**config.mk**
```make
export PLATFORM = sky130hd
export DESIGN_NAME = cbd_decoder
export DESIGN_NICKNAME = d
export VERILOG_FILES = /design/src/design/cbd_pkg.sv /design/src/design/cbd_cmd_receiver.sv /design/src/design/cbd_decoder.sv
export SDC_FILE = /design/constraint.sdc
export NUM_CORES = 1
export LEC_CHECK = 0
export BUFFER_PORTS_ARGS = -buffer_cell sky130_fd_sc_hd__buf_4
export CAP_MARGIN = 20
export CELL_PAD_IN_SITES_DETAIL_PLACEMENT = 0
export CELL_PAD_IN_SITES_GLOBAL_PLACEMENT = 1
export CORE_UTILIZATION = 35
export CTS_CLUSTER_SIZE = 25
export DETAILED_ROUTE_END_ITERATION = 8
export HOLD_SLACK_MARGIN = 0.1
export PLACE_DENSITY_LB_ADDON = 0.1
export SLEW_MARGIN = 20
export SYNTH_ARGS = -nofsm -noshare
export SYNTH_HDL_FRONTEND = slang
export SYNTH_SLANG_ARGS = --single-unit
```
**constraint.sdc**
```tcl
create_clock -name clk -period 3.3 [get_ports clk]
set_input_delay 0 -clock clk [delete_from_list [all_inputs] [get_ports clk]]
set_output_delay 0 -clock clk [all_outputs]
set_load 0.02 [all_outputs]
```
**src/design/cbd_pkg.sv**
```systemverilog
// Constants and types shared by the card basic command decoder files.
package cbd_pkg;

    // ------------------------------------------------------------------
    // Command indices
    // ------------------------------------------------------------------
    localparam logic [5:0] CMD_GO_IDLE   = 6'h00;
    localparam logic [5:0] CMD_RSVD_ONE  = 6'h01;
    localparam logic [5:0] CMD_ALL_CID   = 6'h02;
    localparam logic [5:0] CMD_NEW_ADDR  = 6'h03;
    localparam logic [5:0] CMD_SET_DRV   = 6'h04;
    localparam logic [5:0] CMD_RSVD_IO   = 6'h05;
    localparam logic [5:0] CMD_SELECT    = 6'h07;
    localparam logic [5:0] CMD_IF_COND   = 6'h08;
    localparam logic [5:0] CMD_SEND_SPEC = 6'h09;
    localparam logic [5:0] CMD_SEND_ID   = 6'h0a;
    localparam logic [5:0] CMD_LOW_VOLT  = 6'h0b;

    // ------------------------------------------------------------------
    // Argument field positions
    // ------------------------------------------------------------------
    localparam int ARG_ADDR_MSB  = 31;
    localparam int ARG_ADDR_LSB  = 16;
    localparam int ARG_VOLT_MSB  = 11;
    localparam int ARG_VOLT_LSB  = 8;
    localparam int ARG_CHECK_MSB = 7;
    localparam int ARG_CHECK_LSB = 0;

    // ------------------------------------------------------------------
    // Frame layout and timing
    // ------------------------------------------------------------------
    localparam logic [5:0] CMD_FRAME_BITS  = 6'd47;      // Bits after the start bit.
    localparam logic [7:0] RESP_SHORT_BITS = 8'd48;
    localparam logic [7:0] RESP_LONG_BITS  = 8'd136;
    localparam logic [1:0] RESP_WAIT_EDGES = 2'd2;       // Link clocks before a response.
    localparam logic [5:0] RESP_LONG_IDX   = 6'h3f;
    localparam logic [3:0] VOLT_SUPPORTED  = 4'h1;       // Accepted supply-voltage code.

    // ------------------------------------------------------------------
    // Reset values and address generator step
    // ------------------------------------------------------------------
    localparam logic [15:0] RCA_RESET = 16'h0000;
    localparam logic [15:0] DSR_RESET = 16'h0404;
    localparam logic [15:0] RCA_GEN_SEED = 16'h0001;   // Start value of the address generator.
    localparam logic [15:0] RCA_GEN_STEP = 16'h9e37;   // Added to the generator on every clock.

    // ------------------------------------------------------------------
    // Card states
    // ------------------------------------------------------------------
    typedef enum logic [3:0] {
        ST_IDLE  = 4'h0,
        ST_READY = 4'h1,
        ST_IDENT = 4'h2,
        ST_STBY  = 4'h3,
        ST_TRAN  = 4'h4,
        ST_PRG   = 4'h7,
        ST_DIS   = 4'h8
    } cbd_state_type;

endpackage : cbd_pkg

```
**src/design/cbd_cmd_receiver.sv**
```systemverilog
// Command frame receiver that collects one host command from the command line.
`timescale 1ns/10ps
module cbd_cmd_receiver (
    input  wire logic        clk,
    input  wire logic        rst,
    input  wire logic        linkRise,
    input  wire logic        cmdBit,
    input  wire logic        rxEnable,
    output logic             frameValid,
    output logic [5:0]       frameIndex,
    output logic [31:0]      frameArg
);
    import cbd_pkg::*;

    logic        rxBusy_q;
    logic        rxBusy_d;
    logic [5:0]  rxCount_q;
    logic [5:0]  rxCount_d;
    logic [46:0] rxShift_q;
    logic [46:0] rxShift_d;
    logic        valid_q;
    logic        valid_d;
    logic [5:0]  index_q;
    logic [5:0]  index_d;
    logic [31:0] arg_q;
    logic [31:0] arg_d;

    // Hunts for a start bit, then shifts the rest of the frame in on rising link edges.
    always_comb begin
        rxBusy_d  = rxBusy_q;
        rxCount_d = rxCount_q;
        rxShift_d = rxShift_q;
        valid_d   = 1'b0;
        index_d   = index_q;
        arg_d     = arg_q;
        if (linkRise) begin
            if (!rxBusy_q) begin
                if (rxEnable && !cmdBit) begin
                    rxBusy_d  = 1'b1;
                    rxCount_d = CMD_FRAME_BITS;
                end
            end else begin
                rxShift_d = {rxShift_q[45:0], cmdBit};
                rxCount_d = rxCount_q - 6'd1;
                if (rxCount_q == 6'd1) begin
                    rxBusy_d = 1'b0;
                    // A frame counts only with host direction and end bits high.
                    valid_d  = rxShift_d[46] && rxShift_d[0];
                    index_d  = rxShift_d[45:40];
                    arg_d    = rxShift_d[39:8];
                end
            end
        end
    end

    // Registers the receiver state.
    always_ff @(posedge clk) begin
        if (rst) begin
            rxBusy_q  <= 1'b0;
            rxCount_q <= 6'h00;
            rxShift_q <= 47'h0;
            valid_q   <= 1'b0;
            index_q   <= 6'h00;
            arg_q     <= 32'h0;
        end else begin
            rxBusy_q  <= rxBusy_d;
            rxCount_q <= rxCount_d;
            rxShift_q <= rxShift_d;
            valid_q   <= valid_d;
            index_q   <= index_d;
            arg_q     <= arg_d;
        end
    end

    assign frameValid = valid_q;
    assign frameIndex = index_q;
    assign frameArg   = arg_q;

endmodule : cbd_cmd_receiver

```
**src/design/cbd_decoder.sv**
```systemverilog
// Basic command decoder of the card: identification, addressing and selection.
// Function
// - Index 0 returns the card to idle, argument ignored, no response.
// - Index 2 answers with a long frame holding the identification register.
// - Index 3 makes a new relative address and returns it in an R6 frame.
// - Index 4 loads the driver-stage register from argument bits 31:16, no response.
// - Index 7 toggles stand-by/transfer or programming/disconnect by current state.
// - Index 7 selects on own address in bits 31:16, deselects on any other.
// - Index 7 with address zero deselects every card.
// - Index 8 checks the voltage code and answers with an R7 frame.
// - Index 9 to the addressed card returns its specific data in a long frame.
// - Index 10 to the addressed card returns its identification in a long frame.
// - Index 11 requests 1.8 V signalling and is acknowledged with an R1 frame.
`timescale 1ns/10ps
module cbd_decoder (
    input  wire logic                 clk,
    input  wire logic                 rst,
    input  wire logic                 linkClk,
    input  wire logic                 cmdIn,
    output logic                      cmdOut,
    output logic                      cmdOe,
    input  wire logic [127:0]         idValue,
    input  wire logic [127:0]         specValue,
    input  wire logic                 progBusy,
    output cbd_pkg::cbd_state_type    cardState,
    output logic [15:0]               rcaValue,
    output logic [15:0]               dsrValue,
    output logic                      dsrLoaded,
    output logic                      lowVoltReq
);
    import cbd_pkg::*;

    // ------------------------------------------------------------------
    // Frame builders
    // ------------------------------------------------------------------

    // Short frame, left aligned in the transmit register; check field sent as zero.
    function automatic logic [135:0] shortFrame(input logic [5:0] idx, input logic [31:0] body);
        shortFrame = {2'b00, idx, body, 7'h00, 1'b1, 88'h0};
    endfunction : shortFrame

    // Long frame carrying a 128-bit register whose lowest bit is replaced by the end bit.
    function automatic logic [135:0] longFrame(input logic [127:0] value);
        longFrame = {2'b00, RESP_LONG_IDX, value[127:1], 1'b1};
    endfunction : longFrame

    // ------------------------------------------------------------------
    // Pin synchronisers and link edge detection
    // ------------------------------------------------------------------
    logic [2:0] linkSync_q;
    logic [2:0] linkSync_d;
    logic [1:0] cmdSync_q;
    logic [1:0] cmdSync_d;
    logic       linkRise;
    logic       linkFall;

    // Two flops per pin; the third link flop only remembers the previous level.
    always_comb begin
        linkSync_d = {linkSync_q[1:0], linkClk};
        cmdSync_d  = {cmdSync_q[0], cmdIn};
    end

    // Registers the synchronisers.
    always_ff @(posedge clk) begin
        if (rst) begin
            linkSync_q <= 3'h0;
            cmdSync_q  <= 2'h3;
        end else begin
            linkSync_q <= linkSync_d;
            cmdSync_q  <= cmdSync_d;
        end
    end

    assign linkRise = linkSync_q[1] && !linkSync_q[2];
    assign linkFall = !linkSync_q[1] && linkSync_q[2];

    // ------------------------------------------------------------------
    // Command reception
    // ------------------------------------------------------------------
    logic        cmdValid;
    logic [5:0]  cmdIndex;
    logic [31:0] cmdArg;
    logic        txActive_q;

    cbd_cmd_receiver u_receiver (
        .clk        (clk),
        .rst        (rst),
        .linkRise   (linkRise),
        .cmdBit     (cmdSync_q[1]),
        .rxEnable   (!txActive_q),
        .frameValid (cmdValid),
        .frameIndex (cmdIndex),
        .frameArg   (cmdArg)
    );

    // ------------------------------------------------------------------
    // Command decode and card state
    // ------------------------------------------------------------------
    cbd_state_type state_q;
    cbd_state_type state_d;
    logic [15:0]   rca_q;
    logic [15:0]   rca_d;
    logic [15:0]   dsr_q;
    logic [15:0]   dsr_d;
    logic          dsrLoaded_q;
    logic          dsrLoaded_d;
    logic          lowVolt_q;
    logic          lowVolt_d;
    logic [15:0]   rcaGen_q;
    logic [15:0]   rcaGen_d;
    logic          respStart;
    logic [135:0]  respFrame;
    logic [7:0]    respBits;
    logic [15:0]   argAddr;
    logic          addrMatch;
    logic          selMatch;
    logic [31:0]   statusWord;

    assign argAddr    = cmdArg[ARG_ADDR_MSB:ARG_ADDR_LSB];
    assign addrMatch  = (argAddr == rca_q);
    assign selMatch   = addrMatch && (argAddr != 16'h0000);
    assign statusWord = {19'h0, state_q, 1'b1, 8'h00};

    // Decides the next card state, register loads and any response to send.
    always_comb begin
        state_d     = state_q;
        rca_d       = rca_q;
        dsr_d       = dsr_q;
        dsrLoaded_d = 1'b0;
        lowVolt_d   = 1'b0;
        rcaGen_d    = rcaGen_q + RCA_GEN_STEP;
        respStart   = 1'b0;
        respFrame   = 136'h0;
        respBits    = RESP_SHORT_BITS;
        // Programming ends on its own; a pending deselect then lands in stand-by.
        unique case (state_q)
            ST_TRAN: if (progBusy) state_d = ST_PRG;
            ST_PRG:  if (!progBusy) state_d = ST_TRAN;
            ST_DIS:  if (!progBusy) state_d = ST_STBY;
            default: ;
        endcase
        if (cmdValid) begin
            unique case (cmdIndex)
                CMD_GO_IDLE: begin
                    state_d = ST_IDLE;
                end
                CMD_ALL_CID: begin
                    if (state_q == ST_IDLE || state_q == ST_READY) begin
                        state_d   = ST_IDENT;
                        respStart = 1'b1;
                        respFrame = longFrame(idValue);
                        respBits  = RESP_LONG_BITS;
                    end
                end
                CMD_NEW_ADDR: begin
                    if (state_q == ST_IDENT || state_q == ST_STBY) begin
                        state_d   = ST_STBY;
                        rca_d     = rcaGen_q;
                        respStart = 1'b1;
                        respFrame = shortFrame(CMD_NEW_ADDR, {rcaGen_q, statusWord[15:0]});
                    end
                end
                CMD_SET_DRV: begin
                    dsr_d       = argAddr;
                    dsrLoaded_d = 1'b1;
                end
                CMD_SELECT: begin
                    unique case (state_q)
                        ST_STBY: if (selMatch) state_d = ST_TRAN;
                        ST_TRAN: if (!selMatch) state_d = ST_STBY;
                        ST_DIS:  if (selMatch) state_d = ST_PRG;
                        ST_PRG:  if (!selMatch) state_d = ST_DIS;
                        default: ;
                    endcase
                    // Only the card being selected answers.
                    if (selMatch && (state_q == ST_STBY || state_q == ST_DIS)) begin
                        respStart = 1'b1;
                        respFrame = shortFrame(CMD_SELECT, statusWord);
                    end
                end
                CMD_IF_COND: begin
                    if (state_q == ST_IDLE &&
                        cmdArg[ARG_VOLT_MSB:ARG_VOLT_LSB] == VOLT_SUPPORTED) begin
                        respStart = 1'b1;
                        respFrame = shortFrame(CMD_IF_COND, {20'h0,
                                    cmdArg[ARG_VOLT_MSB:ARG_VOLT_LSB],
                                    cmdArg[ARG_CHECK_MSB:ARG_CHECK_LSB]});
                    end
                end
                CMD_SEND_SPEC: begin
                    if (state_q == ST_STBY && addrMatch) begin
                        respStart = 1'b1;
                        respFrame = longFrame(specValue);
                        respBits  = RESP_LONG_BITS;
                    end
                end
                CMD_SEND_ID: begin
                    if (state_q == ST_STBY && addrMatch) begin
                        respStart = 1'b1;
                        respFrame = longFrame(idValue);
                        respBits  = RESP_LONG_BITS;
                    end
                end
                CMD_LOW_VOLT: begin
                    lowVolt_d = 1'b1;
                    respStart = 1'b1;
                    respFrame = shortFrame(CMD_LOW_VOLT, statusWord);
                end
                default: ;
            endcase
        end
    end

    // Registers the card state.
    always_ff @(posedge clk) begin
        if (rst) begin
            state_q     <= ST_IDLE;
            rca_q       <= RCA_RESET;
            dsr_q       <= DSR_RESET;
            dsrLoaded_q <= 1'b0;
            lowVolt_q   <= 1'b0;
            rcaGen_q    <= RCA_GEN_SEED;
        end else begin
            state_q     <= state_d;
            rca_q       <= rca_d;
            dsr_q       <= dsr_d;
            dsrLoaded_q <= dsrLoaded_d;
            lowVolt_q   <= lowVolt_d;
            rcaGen_q    <= rcaGen_d;
        end
    end

    // ------------------------------------------------------------------
    // Response transmitter
    // ------------------------------------------------------------------
    logic         txActive_d;
    logic [1:0]   txWait_q;
    logic [1:0]   txWait_d;
    logic [7:0]   txLeft_q;
    logic [7:0]   txLeft_d;
    logic [135:0] txShift_q;
    logic [135:0] txShift_d;
    logic         out_q;
    logic         out_d;
    logic         oe_q;
    logic         oe_d;

    // Waits two falling link edges, then drives one bit per falling edge.
    always_comb begin
        txActive_d = txActive_q;
        txWait_d   = txWait_q;
        txLeft_d   = txLeft_q;
        txShift_d  = txShift_q;
        out_d      = out_q;
        oe_d       = oe_q;
        if (respStart && !txActive_q) begin
            txActive_d = 1'b1;
            txWait_d   = RESP_WAIT_EDGES;
            txLeft_d   = respBits;
            txShift_d  = respFrame;
        end else if (txActive_q && linkFall) begin
            if (txWait_q != 2'd0) begin
                txWait_d = txWait_q - 2'd1;
            end else if (txLeft_q != 8'd0) begin
                out_d     = txShift_q[135];
                oe_d      = 1'b1;
                txShift_d = {txShift_q[134:0], 1'b0};
                txLeft_d  = txLeft_q - 8'd1;
            end else begin
                out_d      = 1'b1;
                oe_d       = 1'b0;
                txActive_d = 1'b0;
            end
        end
    end

    // Registers the transmitter.
    always_ff @(posedge clk) begin
        if (rst) begin
            txActive_q <= 1'b0;
            txWait_q   <= 2'd0;
            txLeft_q   <= 8'd0;
            txShift_q  <= 136'h0;
            out_q      <= 1'b1;
            oe_q       <= 1'b0;
        end else begin
            txActive_q <= txActive_d;
            txWait_q   <= txWait_d;
            txLeft_q   <= txLeft_d;
            txShift_q  <= txShift_d;
            out_q      <= out_d;
            oe_q       <= oe_d;
        end
    end

    assign cmdOut     = out_q;
    assign cmdOe      = oe_q;
    assign cardState  = state_q;
    assign rcaValue   = rca_q;
    assign dsrValue   = dsr_q;
    assign dsrLoaded  = dsrLoaded_q;
    assign lowVoltReq = lowVolt_q;
endmodule : cbd_decoder

```
# Yosys cells after proc, flatten, opt, wreduce, memory -nomap -nowiden
# Cells that the tools add are included.
[totals]
output_inout_bits = 40
inputBits = 261
regBits = 300
word_cells = 146
[classes]
n_eq_ne = 19
n_addsub = 4
mux = 56
n_reduce_logical = 40
bitwise = 6
[ops]
columns = ["operator", "n"]
rows = [
  ["one-hot mux 134 bit (7 select lines)", 1],
  ["two-way mux 136 bit", 4],
  ["two-way mux 134 bit", 4],
  ["two-way mux 132 bit", 1],
  ["two-way mux 131 bit", 1],
  ["two-way mux 130 bit", 1],
  ["two-way mux 8 bit", 7],
  ["two-way mux 4 bit", 10],
  ["one-hot mux 4 bit (4 select lines)", 2],
  ["== test 6 x 4 -> 1 bit, second input constant", 4],
  ["two-way mux 1 bit", 17],
  ["adder 16 bit, second input constant", 1],
  ["== test 16 bit", 1],
  ["one-hot mux 8 bit (2 select lines)", 1],
  ["nonzero test 16 bit", 1],
  ["AND reduction 3 bit", 5],
  ["== test 6 x 2 -> 1 bit, second input constant", 2],
  ["== test 6 x 3 -> 1 bit, second input constant", 2],
  ["two-way mux 6 bit", 2],
  ["one-hot mux 4 bit (3 select lines)", 1],
  ["logical AND 1 bit", 10],
  ["AND reduction 2 bit", 5],
  ["nonzero test 2 bit", 5],
  ["== test 4 x 1 -> 1 bit, second input constant", 2],
  ["other kinds (18)", 35],
]

# Depth between registers and ports, before layout
[depth]
word_depth = 9
mapped_depth = 10
mapped_depth_nobuf = 9

# Modules after synthesis
# From an unflattened synthesis, not the netlist that was laid out.
[hier_totals]
cells_unflattened = 1611
area_unflattened_um2 = 13529.2
[modules_own_cells]
columns = ["module", "instances", "area_each_um2", "cells_each", "seq_area_each_um2"]
rows = [
  ["cbd_decoder", 1, 10259.8, 1200, 4164.0],
  ["cbd_cmd_receiver", 1, 3269.4, 411, 1841.8],
]

# Worst setup path after synthesis
# No wires, ideal clock.
[synth_timing]
path_type = "flip-flop to flip-flop"
startpoint = "register state_q[2], in the netlist cardState[2]"
endpoint = "register txShift_q[55]"
stages_incl_launch_ff = 10
arrival_time_ns = 2.336
synth_period_minus_slack_ns = 2.469
setup_ns = 0.133
path_buffers = 3
setup_slack_ns = 0.831
required_time_ns = 3.167
path_cell_list = "dfxtp_1 clkbuf_1 or3_1 nor3_4 nor2_1 a31o_2 buf_2 clkbuf_1 a221oi_1 nor4_1"
[synth_between]
elab_chain_len = 9
elab_cells_between_ends = 29
cone_classes = "eq/ne (5); mux (13); reduce/logical (11)"
[synth_rtl]
columns = ["item", "line_no", "source"]
rows = [
  ["start, declared", "cbd_decoder.sv:99", "cbd_state_type state_q;"],
  ["start signal, assigned", "cbd_decoder.sv:224", "state_q <= state_d;"],
  ["== test 4 x 2 -> 1 bit or == test 4 bit (tied branches)", "-", ""],
  ["logical OR 1 bit", "cbd_decoder.sv:176", "if (selMatch && (state_q == ST_STBY || state_q == ST_DIS)) begin"],
  ["logical AND 1 bit", "cbd_decoder.sv:176", ""],
  ["two-way mux 1 bit", "cbd_decoder.sv:176", ""],
  ["one-hot mux 1 bit (6 select lines)", "cbd_decoder.sv:143", "unique case (cmdIndex)"],
  ["two-way mux 1 bit", "cbd_decoder.sv:142", "if (cmdValid) begin"],
  ["logical AND 1 bit", "cbd_decoder.sv:256", "if (respStart && !txActive_q) begin"],
  ["!= test 2 bit (no line) or nonzero test 2 bit (tied branches)", "-", ""],
  ["AND reduction 3 bit (no line)", "-", ""],
  ["end signal, assigned", "cbd_decoder.sv:290", "txShift_q <= txShift_d;"],
  ["end, declared", "cbd_decoder.sv:241", "logic [135:0] txShift_q;"],
]
# Several ways; a longest one is shown, not always the timed one.
# A chain may end at the register's enable or synchronous reset.

# Final worst setup path
[layout_timing]
startpoint = "register rca_q[14], in the netlist rcaValue[14]"
endpoint = "register txShift_q[102]"
[layout_between]
elab_chain_len = 9
elab_cells_between_ends = 18
cone_classes = "eq/ne (2); mux (9); reduce/logical (7)"
[layout_rtl]
columns = ["item", "line_no", "source"]
rows = [
  ["start, declared", "cbd_decoder.sv:101", "logic [15:0] rca_q;"],
  ["start signal, assigned", "cbd_decoder.sv:225", "rca_q <= rca_d;"],
  ["== test 16 bit (*)", "cbd_decoder.sv:120", "assign addrMatch = (argAddr == rca_q);"],
  ["logical AND 1 bit", "cbd_decoder.sv:121", "assign selMatch = addrMatch && (argAddr != 16'h0000);"],
  ["logical AND 1 bit", "cbd_decoder.sv:176", ""],
  ["two-way mux 1 bit", "cbd_decoder.sv:176", ""],
  ["one-hot mux 1 bit (6 select lines)", "cbd_decoder.sv:143", ""],
  ["two-way mux 1 bit", "cbd_decoder.sv:142", ""],
  ["logical AND 1 bit", "cbd_decoder.sv:256", ""],
  ["!= test 2 bit (no line) or nonzero test 2 bit (tied branches)", "-", ""],
  ["AND reduction 3 bit (no line)", "-", ""],
]
# Every way passes the cells marked *; elsewhere a longest branch is shown, timed or not.

==> flow_summary.ini <==
[drt]
dr.pass1.iters = 5
totalWireLength_um = 45800
met1Wirelength_um = 20700
drc = 0
ant_nets = 0
top_layer = met4
via_per_inst = 5.26
wl_met2_um = 21900
wl_per_cell_um = 17.3
vias = 13909
drt_iter0_markers = 873
met3_wirelength_um = 2330

[yosys]
synth.area.top_cells = dfxtp_1 45%, nand2_1 9.0%, a221oi_1 6.6%
syn_inst = 1618
synth_async_sr_flop_share_pct = 0
synth_top_area_cell = dfxtp_1
seq_area_frac_synth_pct = 44.9
ys_ff_latch = 296
synth_fp_nets = 1884
synth_ff_type = dfxtp_1
synth_top_area_share_pct = 44.9
syn_area_sq_mm = 0.0132
avgSynthCellArea_sq_um = 8.16
synth_edf_count = 0
yosysWarnings = 0
ys_types = 60

[floorplan]
die-area_sq_mm = 0.0385
die_width_um = 196
num_rows = 70
coreArea_sq_mm = 0.0369
io_pins = 301
initial_utilization_pct = 35.8
die_h_um = 196

[setup_path]
cp.required_ns = 3.72
cp-end-kind = register
cp_max_fo = 12
cp-start-kind = register
critPathKind = reg -> reg
r2r-start = rcaValue[14]
startpoint = rcaValue[14]
crit_arrival_ns = 3.58

[timing]
finalCritPeriodShare_pct = 95.8
slew_headroom_pct = 41.0
fmax_ghz = 0.316
period_needed_ns = 3.16
tightest_slew_ns = 0.885
hold_violations = 0
tns_ns = 0
setup_viol = 0
finalWorstSetupSlack_ns = 0.140
fin_skew_ns = 0.0142
drv_slew = 0

[place]
pre_cts_ws_ns = 0.438
port_buffers = 298
place_hpwl_um = 29000
gp_congestion = 0.795

[run]
drv_cap = 0

[clocking]
ctsLongestPathBuffers = 3
cts.clk_slew.worst_paths_ns = 0.06
ctsRootBufferMaster = clkbuf_16
clock-sinks = 296
h-tree-depth = 2
clk_latency_ns = 0.52
cts_tree = built
cts_buffers = 35

[power]
powerDensity_mw_per_mm2 = 421
design_power_total_w = 0.00836
p_leak_nw = 7.92
irDropWorstVdd_uv = 300

[layout]
area_delta_synth_final_pct = 50.6
final_nets = 2376
layout_commonest_cell = buf_4
fill_cells = 3407
layout_common_cells = 339 x buf_4, 316 x nand2_1, 292 x dfxtp_1
multi_input_area_sq_mm = 0.00665
final_layout_size_suffix_gt1_share_pct = 20.4
seq_area_sq_mm = 0.00593

[hold_path]
holdCritPathClass = in -> reg
hp-start = cmdIn

[run_status]
outcome = finished, final reports clean

[global_routing]
grt_pass1_wl_um = 72300
overflow = 0
grt_max_degree = 88
track_usage_pct = 23.0
grt_pass1_vias = 13702
antenna_found_initial = 3
==> area by class of cell <==
| type | instances | area share [%] |
|---|---|---|
| multi-input cells | 1152 | 33.5 |
| flip-flops and latches | 296 | 29.8 |
| repair buffers | 612 | 27.1 |
| clock buffers | 50 | 5.41 |
| well taps | 504 | 3.17 |
| clock inverters | 12 | 0.692 |
| inverters | 13 | 0.245 |
| diodes | 3 | 0.0378 |
==> worst max-delay path: stages (launching register included) <==
cell	delay (ns)
dfxtp_1	0.35
xor2_1	0.18
nor4_2	0.40
nand4_1	0.14
buf_4	0.19
nor4b_4	0.34
clkbuf_16	0.25
buf_4	0.19
a22o_1	0.15
a211oi_1	0.05
dlygate4sd3_1	0.58
nor4_1	0.24
==> worst paths after layout <==
path | endpoint | slack, ns | cells past startpoint
setup / recovery | txShift_q[102] | 0.14 | 11
hold / removal | cmdSync_q[0] | 0.22 | 3
setup reg to reg | txShift_q[102] | 0.14 | 11
hold reg to reg | cmdSync_q[1] | 0.41 | 1
==> kinds of logic after synthesis <==
kind of cell               after synthesis  share of synthesized area (%)
AOI/OAI and AO/OA                      388                           21.3
and+or+nand+nor                        704                           24.3
adders and majority gates                5                          0.474
xor gates and xnor gates                39                           2.59
buffers and inverters                  170                           5.22
DFF                                    296                           44.9
muxes                                   16                           1.21
==> Yosys cell counts, types with 16 or more instances <==
library cell	n
a311oi_1	48
xor2_1	25
nand3_1	33
dfxtp_1	296
nor4_1	86
buf_2	30
a21oi_1	115
a211oi_1	33
a22o_1	19
o21ai_0	25
nand2_1	317
nor3_1	88
mux2i_1	16
clkbuf_1	113
a221oi_1	100
nor2_1	129
==> repair_timing <==
item | CTS | global route
hold buffers | 259 | 0
endpoints found under the setup margin | 0 | 38
setup buffers | 0 | 4
gates resized for setup | 0 | 16
hold endpoints to repair | 176 | 0
==> routing by layer <==
metal / global-route usage [%] / up-vias
li1: - / 6927
met1: 29.6 / 6577
met2: 39.6 / 347
met3: 3.99 / 58
met4: 5.99 / 0
met5: 0 / -
==> flip-flops by register name (all words and copies together), names as in the netlist <==
signal	cells
u_receiver.rxBusy_q	1
u_receiver.frameIndex	6
txShift_q	136
cmdSync_q	2
cmdOut	1
u_receiver.rxShift_q	46
cardState	4
txLeft_q	8
rcaGen_q	16
dsrLoaded	1
u_receiver.frameValid	1
linkSync_q	3
dsrValue	16
cmdOe	1
txActive_q	1
u_receiver.frameArg	28
txWait_q	2
u_receiver.rxCount_q	6
lowVoltReq	1
rcaValue	16
==> power breakdown <==
part | internal [W] | leakage (nW) | switching, W
Sequential | 0.00362 | 2.39 | 0.0000685
Clock | 0.00250 | 0.605 | 0.00151
Combinational | 0.000431 | 4.92 | 0.000240
Total | 0.00654 | 7.92 | 0.00182
==> per-stage QoR <==
| step | hold slack, ns | area [sq um] | cells | utilization, % |
|---|---|---|---|---|
| floorplan | 0.104 | 13200 | 1618 | - |
| global placement | 0.192 | 15900 | 2312 | 43.3 |
| detailed placement | 0.193 | 15900 | 2312 | 43.3 |
| CTS | 0.194 | 19800 | 2633 | 53.6 |
| global route | 0.212 | 19900 | 2641 | 53.9 |
| finish | 0.221 | 19900 | 2642 | 53.9 |
No activity file was read; power rests on OpenSTA's default activity.
